==> config.mk <==
export PLATFORM = sky130hd
export DESIGN_NAME = wlan_tx_descriptor_dma
export DESIGN_NICKNAME = d
export VERILOG_FILES = /design/src/logic/dma_pkg.sv /design/src/logic/speed_decode.sv /design/src/logic/irq_status.sv /design/src/logic/wlan_tx_descriptor_dma.sv
export SDC_FILE = /design/constraint.sdc
export NUM_CORES = 1
export LEC_CHECK = 0
export ABC_AREA = 0
export BUFFER_PORTS_ARGS = -buffer_cell sky130_fd_sc_hd__buf_2
export CORE_MARGIN = 3
export CORE_UTILIZATION = 43
export DETAILED_ROUTE_END_ITERATION = 8
export SYNTH_ARGS = -nofsm -noshare
export SYNTH_HDL_FRONTEND = slang
export SYNTH_SLANG_ARGS = --single-unit
==> constraint.sdc <==
create_clock -name clk_i -period 2.96 [get_ports clk_i]
set_input_delay 0.148 -clock clk_i [delete_from_list [all_inputs] [get_ports clk_i]]
set_output_delay 0.148 -clock clk_i [all_outputs]
set_load 0.02 [all_outputs]
==> src/logic/dma_pkg.sv <==
// Purpose: Shared constants for the transmit descriptor DMA engine
// Assumes: 32-bit descriptors words, byte-addressed system memory
// Notes: Register offsets are byte addresses on the Wishbone slave
package dma_pkg;
   // Descriptor geometry
   localparam int DESC_WORDS = 8;
   localparam int RX_WORDS = 4;
   localparam int RX_MAX = 64;
   localparam int RING_N = 4;
   localparam int LEN_W = 12;
   localparam int IRQ_N = 5;
   localparam int IRQ_STALL = 4;
   // Word 0 bit positions
   localparam int OWN_B = 31;
   localparam int DONE_B = 30;
   localparam int FIRST_B = 29;
   localparam int LAST_B = 28;
   localparam int RATE_LO = 24;
   localparam int RTS_ON_B = 23;
   localparam int RTSR_LO = 19;
   localparam int SELF_B = 18;
   localparam int FRAG_B = 17;
   localparam int SKIP_B = 15;
   // Word indices within a transmit descriptor
   localparam logic [2:0] W_CTRL = 3'h0;
   localparam logic [2:0] W_BUF = 3'h2;
   localparam logic [2:0] W_LEN = 3'h3;
   localparam logic [2:0] W_NEXT = 3'h4;
   localparam logic [2:0] W_LASTFETCH = 3'h7;
   localparam logic [2:0] W_LASTWB = 3'h1;
   // Register byte offsets
   localparam logic [7:0] REG_CTRL = 8'h00;
   localparam logic [7:0] REG_POLL = 8'h04;
   localparam logic [7:0] REG_ISTAT = 8'h08;
   localparam logic [7:0] REG_IMASK = 8'h0c;
   localparam logic [7:0] REG_RTSLIM = 8'h10;
   localparam logic [7:0] REG_STATE = 8'h14;
   localparam logic [7:0] REG_RXBASE = 8'h30;
   localparam logic [3:0] REG_TXBASE_HI = 4'h2;
   localparam int CTRL_CIPHER_B = 4;
   localparam logic [11:0] RTSLIM_RST = 12'hfff;
   // Protection modes
   localparam logic [1:0] PROT_NONE = 2'h0;
   localparam logic [1:0] PROT_RTS = 2'h1;
   localparam logic [1:0] PROT_SELF = 2'h2;
   localparam logic [7:0] RATE_54 = 8'h6c;
endpackage

==> src/logic/speed_decode.sv <==
// Purpose: Map a 4-bit speed code to a rate in 500 kbit/s units
// Assumes: Reserved codes give zero and a clear valid flag
// Notes: Used for both frame and RTS speed codes
`timescale 1ns/1ns
module speed_decode (
   input wire logic [3:0] code_i,
   output logic [7:0] rate_o,
   output logic valid_o
);
   // Code table lookup, 1 to 54 Mbit/s
   function automatic logic [8:0] rate_of(input logic [3:0] c);
      unique case (c)
         4'h0: rate_of = 9'h102;
         4'h1: rate_of = 9'h104;
         4'h2: rate_of = 9'h10b;
         4'h3: rate_of = 9'h116;
         4'h4: rate_of = 9'h10c;
         4'h5: rate_of = 9'h112;
         4'h6: rate_of = 9'h118;
         4'h7: rate_of = 9'h124;
         4'h8: rate_of = 9'h130;
         4'h9: rate_of = 9'h148;
         4'ha: rate_of = 9'h160;
         4'hb: rate_of = 9'h16c;
         default: rate_of = 9'h000;
      endcase
   endfunction

   // Split valid flag from rate
   wire [8:0] lut = rate_of(code_i);
   assign rate_o = lut[7:0];
   assign valid_o = lut[8];
endmodule

==> src/logic/irq_status.sv <==
// Purpose: Sticky event bits, mask and one level interrupt
// Assumes: Clear is write-one-to-clear, one cycle pulse
// Notes: A set in the clear cycle wins
`timescale 1ns/1ns
module irq_status #(
   parameter int N = dma_pkg::IRQ_N
) (
   input wire logic clk_i,
   input wire logic rst_i,
   input wire logic [N-1:0] set_i,
   input wire logic [N-1:0] clr_i,
   input wire logic mask_we_i,
   input wire logic [N-1:0] mask_i,
   output logic [N-1:0] status_o,
   output logic [N-1:0] mask_o,
   output logic irq_o
);
   logic [N-1:0] status_r;
   logic [N-1:0] mask_r;

   // Sticky status and mask
   always_ff @(posedge clk_i) begin
      if (rst_i) begin
         status_r <= '0;
         mask_r <= '0;
      end else begin
         status_r <= (status_r & ~clr_i) | set_i;
         if (mask_we_i) begin
            mask_r <= mask_i;
         end
      end
   end

   assign status_o = status_r;
   assign mask_o = mask_r;
   assign irq_o = |(status_r & mask_r);
endmodule

==> src/logic/wlan_tx_descriptor_dma.sv <==
// Purpose: Transmit descriptor ring DMA engine for a wireless LAN MAC
// Assumes: Wishbone classic slave registers, simple memory master port
// Notes: Beacon ring has the highest priority, low ring the lowest
// Operation
// - Four transmit rings, beacon/high/normal/low, and one receive array.
// - Transmit descriptor is eight words; receive array up to 64 four-word entries.
// - Bit 31 gives descriptor to device; device clears it when done.
// - Bit 30 requests an interrupt after last segment; interrupt only when masked in.
// - Frame speed code in bits 27:24 maps to 1..54 Mbit/s.
// - Bit 23 requests RTS/CTS for long unicast data or management frames.
// - RTS speed code in bits 22:19, ignored without RTS.
// - Bit 18 selects CTS-to-self instead of RTS/CTS.
// - Bit 17 marks more fragments to follow in the frame.
// - Bit 15 sends the frame unencrypted despite global cipher.
// - First and last segment bits frame one packet across descriptors.
// - Word 4 holds the pointer to the next descriptor.
// - Descriptor rewritten as status after transmit.
//
// Implementation choices: the Wishbone register port and the register offsets.
`timescale 1ns/1ns
module wlan_tx_descriptor_dma #(
   parameter int RX_DEPTH = dma_pkg::RX_MAX
) (
   input wire logic clk_i,
   input wire logic rst_i,
   input wire logic wb_cyc_i,
   input wire logic wb_stb_i,
   input wire logic wb_we_i,
   input wire logic [7:0] wb_adr_i,
   input wire logic [3:0] wb_sel_i,
   input wire logic [31:0] wb_dat_i,
   output logic [31:0] wb_dat_o,
   output logic wb_ack_o,
   output logic mem_cyc_o,
   output logic mem_we_o,
   output logic [31:0] mem_adr_o,
   output logic [31:0] mem_dat_o,
   input wire logic mem_ack_i,
   input wire logic [31:0] mem_dat_i,
   output logic seg_valid_o,
   input wire logic seg_ready_i,
   output logic [31:0] seg_addr_o,
   output logic [11:0] seg_len_o,
   output logic seg_first_o,
   output logic seg_last_o,
   output logic [7:0] seg_rate_o,
   output logic [7:0] seg_rts_rate_o,
   output logic [1:0] seg_protect_o,
   output logic seg_frag_o,
   output logic seg_cipher_o,
   input wire logic seg_done_i,
   input wire logic hdr_data_mgmt_i,
   input wire logic hdr_unicast_i,
   input wire logic res_valid_i,
   input wire logic res_ok_i,
   input wire logic res_underrun_i,
   input wire logic [6:0] res_rts_retry_i,
   input wire logic [7:0] res_pkt_retry_i,
   input wire logic [15:0] res_exch_time_i,
   input wire logic rx_advance_i,
   output logic [31:0] rx_descr_addr_o,
   output logic irq_o
);
   localparam int RX_W = $clog2(RX_DEPTH);

   // Receive array depth must be a power of two up to the array limit
   if (RX_DEPTH < 2 || RX_DEPTH > dma_pkg::RX_MAX || (RX_DEPTH & (RX_DEPTH - 1)) != 0) begin : g_bad
      $error("RX_DEPTH unsupported");
   end

   typedef enum {S_IDLE, S_FETCH, S_CHECK, S_SEG, S_RESULT, S_WB, S_NEXT} state_e;

   state_e st_r;
   logic [31:0] desc_r [dma_pkg::DESC_WORDS];
   logic [31:0] cur_r [dma_pkg::RING_N];
   logic [2:0] widx_r;
   logic [1:0] ring_r;
   logic [31:0] addr_r;
   logic [3:0] ring_en_r;
   logic [3:0] wait_r;
   logic cipher_en_r;
   logic [11:0] rts_lim_r;
   logic [31:0] rx_base_r;
   logic [RX_W-1:0] rx_idx_r;
   logic ack_r;
   logic [31:0] rd_r;
   logic seg_valid_r;
   logic [31:0] seg_addr_r;
   logic [11:0] seg_len_r;
   logic seg_first_r;
   logic seg_last_r;
   logic [7:0] seg_rate_r;
   logic [7:0] seg_rts_rate_r;
   logic [1:0] seg_prot_r;
   logic seg_frag_r;
   logic seg_cipher_r;
   logic [7:0] frame_rate;
   logic [7:0] rts_rate;
   logic [4:0] irq_stat;
   logic [4:0] irq_mask;

   // Lowest set index is the highest priority ring
   function automatic logic [1:0] pick(input logic [3:0] p);
      pick = 2'h3;
      for (int i = 3; i >= 0; i--) begin
         if (p[i]) begin
            pick = 2'(i);
         end
      end
   endfunction

   // Bus decode and byte lane mask
   wire wb_go = wb_cyc_i & wb_stb_i & ~ack_r;
   wire wr_go = wb_go & wb_we_i;
   wire [31:0] bmask = {{8{wb_sel_i[3]}}, {8{wb_sel_i[2]}}, {8{wb_sel_i[1]}}, {8{wb_sel_i[0]}}};
   wire [31:0] wr_bits = wb_dat_i & bmask;
   wire hit_ctrl = wb_adr_i == dma_pkg::REG_CTRL;
   wire hit_poll = wb_adr_i == dma_pkg::REG_POLL;
   wire hit_istat = wb_adr_i == dma_pkg::REG_ISTAT;
   wire hit_imask = wb_adr_i == dma_pkg::REG_IMASK;
   wire hit_lim = wb_adr_i == dma_pkg::REG_RTSLIM;
   wire hit_state = wb_adr_i == dma_pkg::REG_STATE;
   wire hit_rx = wb_adr_i == dma_pkg::REG_RXBASE;
   wire hit_base = wb_adr_i[7:4] == dma_pkg::REG_TXBASE_HI;
   wire [1:0] base_idx = wb_adr_i[3:2];
   wire [31:0] ctrl_word = {27'h0, cipher_en_r, ring_en_r};
   wire [31:0] ctrl_new = (ctrl_word & ~bmask) | wr_bits;
   wire [31:0] lim_new = ({20'h0, rts_lim_r} & ~bmask) | wr_bits;
   wire [31:0] state_word = {16'h0, 8'(rx_idx_r), 5'h0, st_r != S_IDLE, ring_r};

   // Read data selection, unmapped offsets read zero
   wire [31:0] rd_val = hit_ctrl ? ctrl_word :
                        hit_poll ? {28'h0, wait_r} :
                        hit_istat ? {27'h0, irq_stat} :
                        hit_imask ? {27'h0, irq_mask} :
                        hit_lim ? {20'h0, rts_lim_r} :
                        hit_state ? state_word :
                        hit_rx ? rx_base_r :
                        hit_base ? cur_r[base_idx] : 32'h0;

   // One wait state slave, ack drops the cycle after it rose
   always_ff @(posedge clk_i) begin
      if (rst_i) begin
         ack_r <= 1'b0;
         rd_r <= 32'h0;
      end else begin
         ack_r <= wb_go;
         if (wb_go && !wb_we_i) begin
            rd_r <= rd_val;
         end
      end
   end
   assign wb_ack_o = ack_r;
   assign wb_dat_o = rd_r;

   // Descriptor decode of the fetched word 0
   wire [31:0] w0 = desc_r[dma_pkg::W_CTRL];
   wire [31:0] next_ptr = desc_r[dma_pkg::W_NEXT];
   wire [3:0] pend = ring_en_r & ~wait_r;
   wire long_frame = desc_r[dma_pkg::W_LEN][dma_pkg::LEN_W-1:0] > rts_lim_r;
   wire rts_need = w0[dma_pkg::RTS_ON_B] & hdr_data_mgmt_i & hdr_unicast_i & long_frame;
   wire [1:0] prot_nxt = w0[dma_pkg::SELF_B] ? dma_pkg::PROT_SELF :
                         rts_need ? dma_pkg::PROT_RTS : dma_pkg::PROT_NONE;
   wire seg_fin = st_r == S_SEG && !seg_valid_r && seg_done_i;
   wire owned = w0[dma_pkg::OWN_B];
   wire stall_evt = st_r == S_CHECK && !owned;
   wire done_evt = seg_fin && w0[dma_pkg::LAST_B] && w0[dma_pkg::DONE_B];
   wire [3:0] done_vec = {3'h0, done_evt} << ring_r;

   speed_decode u_frame_rate (
      .code_i(w0[dma_pkg::RATE_LO +: 4]),
      .rate_o(frame_rate),
      .valid_o()
   );

   speed_decode u_rts_rate (
      .code_i(w0[dma_pkg::RTSR_LO +: 4]),
      .rate_o(rts_rate),
      .valid_o()
   );

   irq_status #(.N(dma_pkg::IRQ_N)) u_irq (
      .clk_i(clk_i),
      .rst_i(rst_i),
      .set_i({stall_evt, done_vec}),
      .clr_i((wr_go && hit_istat) ? wr_bits[4:0] : 5'h0),
      .mask_we_i(wr_go && hit_imask),
      .mask_i(wr_bits[4:0]),
      .status_o(irq_stat),
      .mask_o(irq_mask),
      .irq_o(irq_o)
   );

   // Software controls; a stall from hardware wins over a poll clear
   always_ff @(posedge clk_i) begin
      if (rst_i) begin
         ring_en_r <= 4'h0;
         cipher_en_r <= 1'b0;
         rts_lim_r <= dma_pkg::RTSLIM_RST;
         rx_base_r <= 32'h0;
         wait_r <= 4'h0;
      end else begin
         if (wr_go && hit_ctrl) begin
            ring_en_r <= ctrl_new[3:0];
            cipher_en_r <= ctrl_new[dma_pkg::CTRL_CIPHER_B];
         end
         if (wr_go && hit_lim) begin
            rts_lim_r <= lim_new[11:0];
         end
         if (wr_go && hit_rx) begin
            rx_base_r <= (rx_base_r & ~bmask) | wr_bits;
         end
         wait_r <= (wait_r & ~((wr_go && hit_poll) ? wr_bits[3:0] : 4'h0)) | ({3'h0, stall_evt} << ring_r);
      end
   end

   // Ring pointers: base writes load, completion follows the link
   always_ff @(posedge clk_i) begin
      if (rst_i) begin
         for (int i = 0; i < dma_pkg::RING_N; i++) begin
            cur_r[i] <= 32'h0;
         end
      end else if (wr_go && hit_base) begin
         cur_r[base_idx] <= (cur_r[base_idx] & ~bmask) | wr_bits;
      end else if (st_r == S_NEXT) begin
         cur_r[ring_r] <= next_ptr;
      end
   end

   // Receive array walk, wraps after the last entry
   always_ff @(posedge clk_i) begin
      if (rst_i || (wr_go && hit_rx)) begin
         rx_idx_r <= '0;
      end else if (rx_advance_i) begin
         rx_idx_r <= rx_idx_r + 1'b1;
      end
   end
   assign rx_descr_addr_o = rx_base_r + {20'h0, 8'(rx_idx_r), 4'h0};

   // Descriptor image: fetch, then status rewrite
   always_ff @(posedge clk_i) begin
      if (rst_i) begin
         for (int i = 0; i < dma_pkg::DESC_WORDS; i++) begin
            desc_r[i] <= 32'h0;
         end
      end else if (st_r == S_FETCH && mem_ack_i) begin
         desc_r[widx_r] <= mem_dat_i;
      end else if (seg_fin && !w0[dma_pkg::LAST_B]) begin
         desc_r[0] <= {2'b00, w0[dma_pkg::FIRST_B], w0[dma_pkg::LAST_B], 28'h0};
         desc_r[1] <= 32'h0;
      end else if (st_r == S_RESULT && res_valid_i) begin
         desc_r[0] <= {2'b00, w0[dma_pkg::FIRST_B], w0[dma_pkg::LAST_B], 11'h0,
                       res_underrun_i, res_ok_i, res_rts_retry_i, res_pkt_retry_i};
         desc_r[1] <= {res_exch_time_i, 16'h0};
      end
   end

   // Sequencer: pick ring, fetch, hand segment, write status, follow link
   always_ff @(posedge clk_i) begin
      if (rst_i) begin
         st_r <= S_IDLE;
         widx_r <= 3'h0;
         ring_r <= 2'h0;
         addr_r <= 32'h0;
         seg_valid_r <= 1'b0;
      end else begin
         unique case (st_r)
            S_IDLE: if (|pend) begin
               ring_r <= pick(pend);
               addr_r <= cur_r[pick(pend)];
               widx_r <= 3'h0;
               st_r <= S_FETCH;
            end
            S_FETCH: if (mem_ack_i) begin
               widx_r <= widx_r + 3'h1;
               if (widx_r == dma_pkg::W_LASTFETCH) begin
                  st_r <= S_CHECK;
               end
            end
            S_CHECK: if (!owned) begin
               st_r <= S_IDLE;
            end else begin
               seg_valid_r <= 1'b1;
               st_r <= S_SEG;
            end
            S_SEG: begin
               if (seg_ready_i) begin
                  seg_valid_r <= 1'b0;
               end
               if (seg_fin) begin
                  st_r <= w0[dma_pkg::LAST_B] ? S_RESULT : S_WB;
               end
            end
            S_RESULT: if (res_valid_i) begin
               st_r <= S_WB;
            end
            S_WB: if (mem_ack_i) begin
               widx_r <= widx_r + 3'h1;
               if (widx_r == dma_pkg::W_LASTWB) begin
                  st_r <= S_NEXT;
               end
            end
            S_NEXT: st_r <= S_IDLE;
         endcase
      end
   end

   // Segment controls latched when an owned descriptor is accepted
   always_ff @(posedge clk_i) begin
      if (rst_i) begin
         seg_addr_r <= 32'h0;
         seg_len_r <= 12'h0;
         seg_first_r <= 1'b0;
         seg_last_r <= 1'b0;
         seg_rate_r <= 8'h0;
         seg_rts_rate_r <= 8'h0;
         seg_prot_r <= dma_pkg::PROT_NONE;
         seg_frag_r <= 1'b0;
         seg_cipher_r <= 1'b0;
      end else if (st_r == S_CHECK && owned) begin
         seg_addr_r <= desc_r[dma_pkg::W_BUF];
         seg_len_r <= desc_r[dma_pkg::W_LEN][dma_pkg::LEN_W-1:0];
         seg_first_r <= w0[dma_pkg::FIRST_B];
         seg_last_r <= w0[dma_pkg::LAST_B];
         seg_rate_r <= frame_rate;
         seg_rts_rate_r <= (prot_nxt == dma_pkg::PROT_RTS) ? rts_rate : 8'h0;
         seg_prot_r <= prot_nxt;
         seg_frag_r <= w0[dma_pkg::FRAG_B];
         seg_cipher_r <= cipher_en_r & ~w0[dma_pkg::SKIP_B];
      end
   end

   // Memory master: reads in fetch, writes back words 0 and 1
   assign mem_cyc_o = st_r == S_FETCH || st_r == S_WB;
   assign mem_we_o = st_r == S_WB;
   assign mem_adr_o = addr_r + {27'h0, widx_r, 2'b00};
   assign mem_dat_o = desc_r[widx_r];

   assign seg_valid_o = seg_valid_r;
   assign seg_addr_o = seg_addr_r;
   assign seg_len_o = seg_len_r;
   assign seg_first_o = seg_first_r;
   assign seg_last_o = seg_last_r;
   assign seg_rate_o = seg_rate_r;
   assign seg_rts_rate_o = seg_rts_rate_r;
   assign seg_protect_o = seg_prot_r;
   assign seg_frag_o = seg_frag_r;
   assign seg_cipher_o = seg_cipher_r;
endmodule

==> metrics.cfg <==
[run_status]
status=complete, no violations

[setup_path]
crit_path_end_kind=primary output
crit_path_max_fanout=7
arrival_ns=2.73
r2r-start=st_r[0]$_SDFFE_PP0P_
startpoint_type=flop
crit_type=reg2out
reg2reg_setup_slack_ns=0.30
cp.required_ns=2.81

[sta]
slew_headroom_pct=34.0
worstMarginPinSlew_ns=0.989
finClkSkew_ns=0.0337
period_share_pct=97.1
max_freq_mhz=348
finalMaxSlewViolations=0
period_minus_slack_ns=2.87
finalHoldViolations=0
setup_viol=0

[cts]
cts_root_buffer=clkbuf_16
cts_buffer_depth=3
cts_sinks=594
clk_pin_slew_ns=0.06
cts_tree=built
insertion_delay_ns=0.60
numCtsBuffers=66
htreeDepth=3

[yosys]
yosysSeqAreaShare_pct=55.4
ys_types=69
synth_area_per_cell_sq_um=11.8
synth_edf_count=384
syn_inst=2404
synth_area_leaders=edfxtp_1, dfxtp_1, mux4_2
ys_ff_latch=594
synthArstFlopShare_pct=0
synth_top_area_cell=edfxtp_1
synth_area_sq_mm=0.0284
synth_top_cell_area_share_pct=40.6
ys_warn_count=0
synth_ff_type=edfxtp_1

[die]
core_sq_mm=0.0649
dieArea_sq_mm=0.0692
start_util_pct=43.7
rows=93
ios=320
die_y_um=263
die_w_um=263

[route]
ant_nets=0
wirelength_mm=94.0
initialDrtViolationCount=1763
avgViaCountPerCell=5.75
vias=21600
drtPass1Iterations=5
drc=0
wl_per_cell_um=25.1

[worst_hold_path]
hold_class=in2reg
hold_path.startpoint=res_valid_i

[layout]
multi_input_area_sq_mm=0.0118
drive_gt1_share_pct=25.0
syn_to_final_growth_pct=22.5
fin_util_pct=53.6
design_area_sq_mm=0.0348
diodes=0
finalNetCount=3001
regArea_sq_mm=0.0157
fillers=5628

[pwr]
ir_worst_vdd_uv=407
power.density_mw_per_mm2=522
p_leak_uw=0.0139

[grt]
grt_pass1_vias=22100
grt_overflow_total=0
grt_pass1_wl_mm=140
grt_max_degree=75
grt.total_usage_pct=26.6
antenna_found_initial=5

[place]
hpwl_mm=63.3
io_buffers=317
place_area_sq_mm=0.0312
gp_congestion=0.862

[run]
maxCapViolations=0

cell usage after synthesis, types with 32 or more instances:
library cell / number
a211oi_1: 43
a21oi_1: 98
a221oi_1: 33
a22o_1: 64
a22oi_1: 58
and2_1: 227
buf_2: 40
clkbuf_1: 116
dfxtp_1: 210
edfxtp_1: 384
ha_1: 37
inv_1: 61
mux2_2: 63
mux2i_1: 49
mux4_2: 96
nand2_1: 164
nor2_1: 267
o21ai_0: 46
xnor2_1: 32
report_power, final:
| part | switching [uW] | leakage, uW | total (uW) | internal, uW |
|---|---|---|---|---|
| combinational | 587 | 0.00720 | 1010 | 420 |
| sequential | 125 | 0.00566 | 9110 | 8990 |
| clock | 3340 | 0.00104 | 8040 | 4710 |
stage by stage:
| stage | TNS, ns | hold WS [ns] | setup slack [ns] | instances | power [uW] |
|---|---|---|---|---|---|
| 2_1_floorplan | 0 | 0.244 | 0.0970 | 2405 | 9700 |
| 3_3_place_gp | 0 | 0.415 | 0.352 | 3488 | 10200 |
| 3_5_place_dp | 0 | 0.426 | 0.356 | 3488 | 10200 |
| 4_1_cts | -0.0108 | 0.00454 | -0.0108 | 3746 | 18300 |
| 5_1_grt | -0.0344 | 0.0691 | -0.0179 | 3747 | 18700 |
| 6_report | 0 | 0.0413 | 0.0856 | 3747 | 18200 |
metal layers:
layer / global-route usage (%) / part of all wire (%)
met5: 0 / 0.045
met4: 9.37 / 3.3
met3: 5.86 / 8.4
met2: 44.9 / 49
met1: 33.8 / 39
cells by family after synthesis:
group,after synthesis,synth area share [%]
AND/OR/NAND/NOR,842,15.0
flip-flops,594,55.4
AO/OA/AOI/OAI,424,10.6
buffers and inverters,238,3.53
multiplexers,208,11.8
XOR/XNOR,58,1.79
adder cells (fa/ha/maj),39,1.77
other,1,0.0132
what timing repair did:
action	4_1_cts	5_1_grt
buffers inserted	1	1
hold buffers	138	0
endpoints found under the hold margin	338	0
gates resized for setup	15	15
setup endpoints to repair	26	36
pin swaps	1	3
final timing paths:
path / end / depth (start not counted)
worst max-delay path: rx_descr_addr_o[30] / 9
worst min-delay path: st_r[0]$_SDFFE_PP0P_ / 4
worst max register to register: desc_r[0][6]$_DFFE_PP_ / 7
worst min register to register: seg_addr_o[22]$_SDFFE_PP0P_ / 2
placed cells by master, fill, tap and decap left out, drive strengths merged, types with 5 or more instances in the layout:
cell type / count
a211o: 8
nand2b: 19
clkinv: 16
nand4: 15
nor3b: 11
a22o: 64
nor4: 9
and3: 12
buf: 406
nor2: 267
a21oi: 99
nor2b: 19
mux4: 96
mux2i: 49
xor2: 26
dfxtp: 210
or2: 10
mux2: 63
edfxtp: 384
dlygate4sd3: 138
inv: 63
xnor2: 32
o21ai: 47
nand3: 30
nand2: 164
nor3: 26
a22oi: 58
nor4b: 5
a21o: 8
and4: 8
clkbuf: 100
ha: 37
o211ai: 6
nand3b: 9
o221ai: 31
a221oi: 33
and2: 227
a211oi: 43
worst max-delay path: stages, from the launching register on:
cell      delay, ns
dfxtp_2        0.35
ha_4           0.18
fa_2           0.41
a211oi_2       0.22
o21bai_1       0.09
a21oi_2        0.14
buf_6          0.18
nor3_1         0.08
xnor2_1        0.27
buf_4          0.21
area by class of cell:
type                    count  area share (%)
repair buffers            544            11.0
inverters                  62           0.669
multi-input cells        1573            34.0
well taps                 855            3.07
clock buffers             100            5.58
flip-flops and latches    594            45.3
clock inverters            19           0.446
state kept, by name (all words and copies together), names as in the netlist, 2 cells and up, named ones only:
name and count:
st_r 3, wait_r 4, u_irq.status_o 5, wb_dat_o 32, seg_rate_o 7, addr_r 32, seg_rts_rate_o 7, seg_protect_o 2
rx_idx_r 6, desc_r 256, widx_r 3, u_irq.mask_o 5, ring_r 2, cur_r 128, seg_len_o 12, seg_addr_o 32
(Power assumes the default switching activity.)
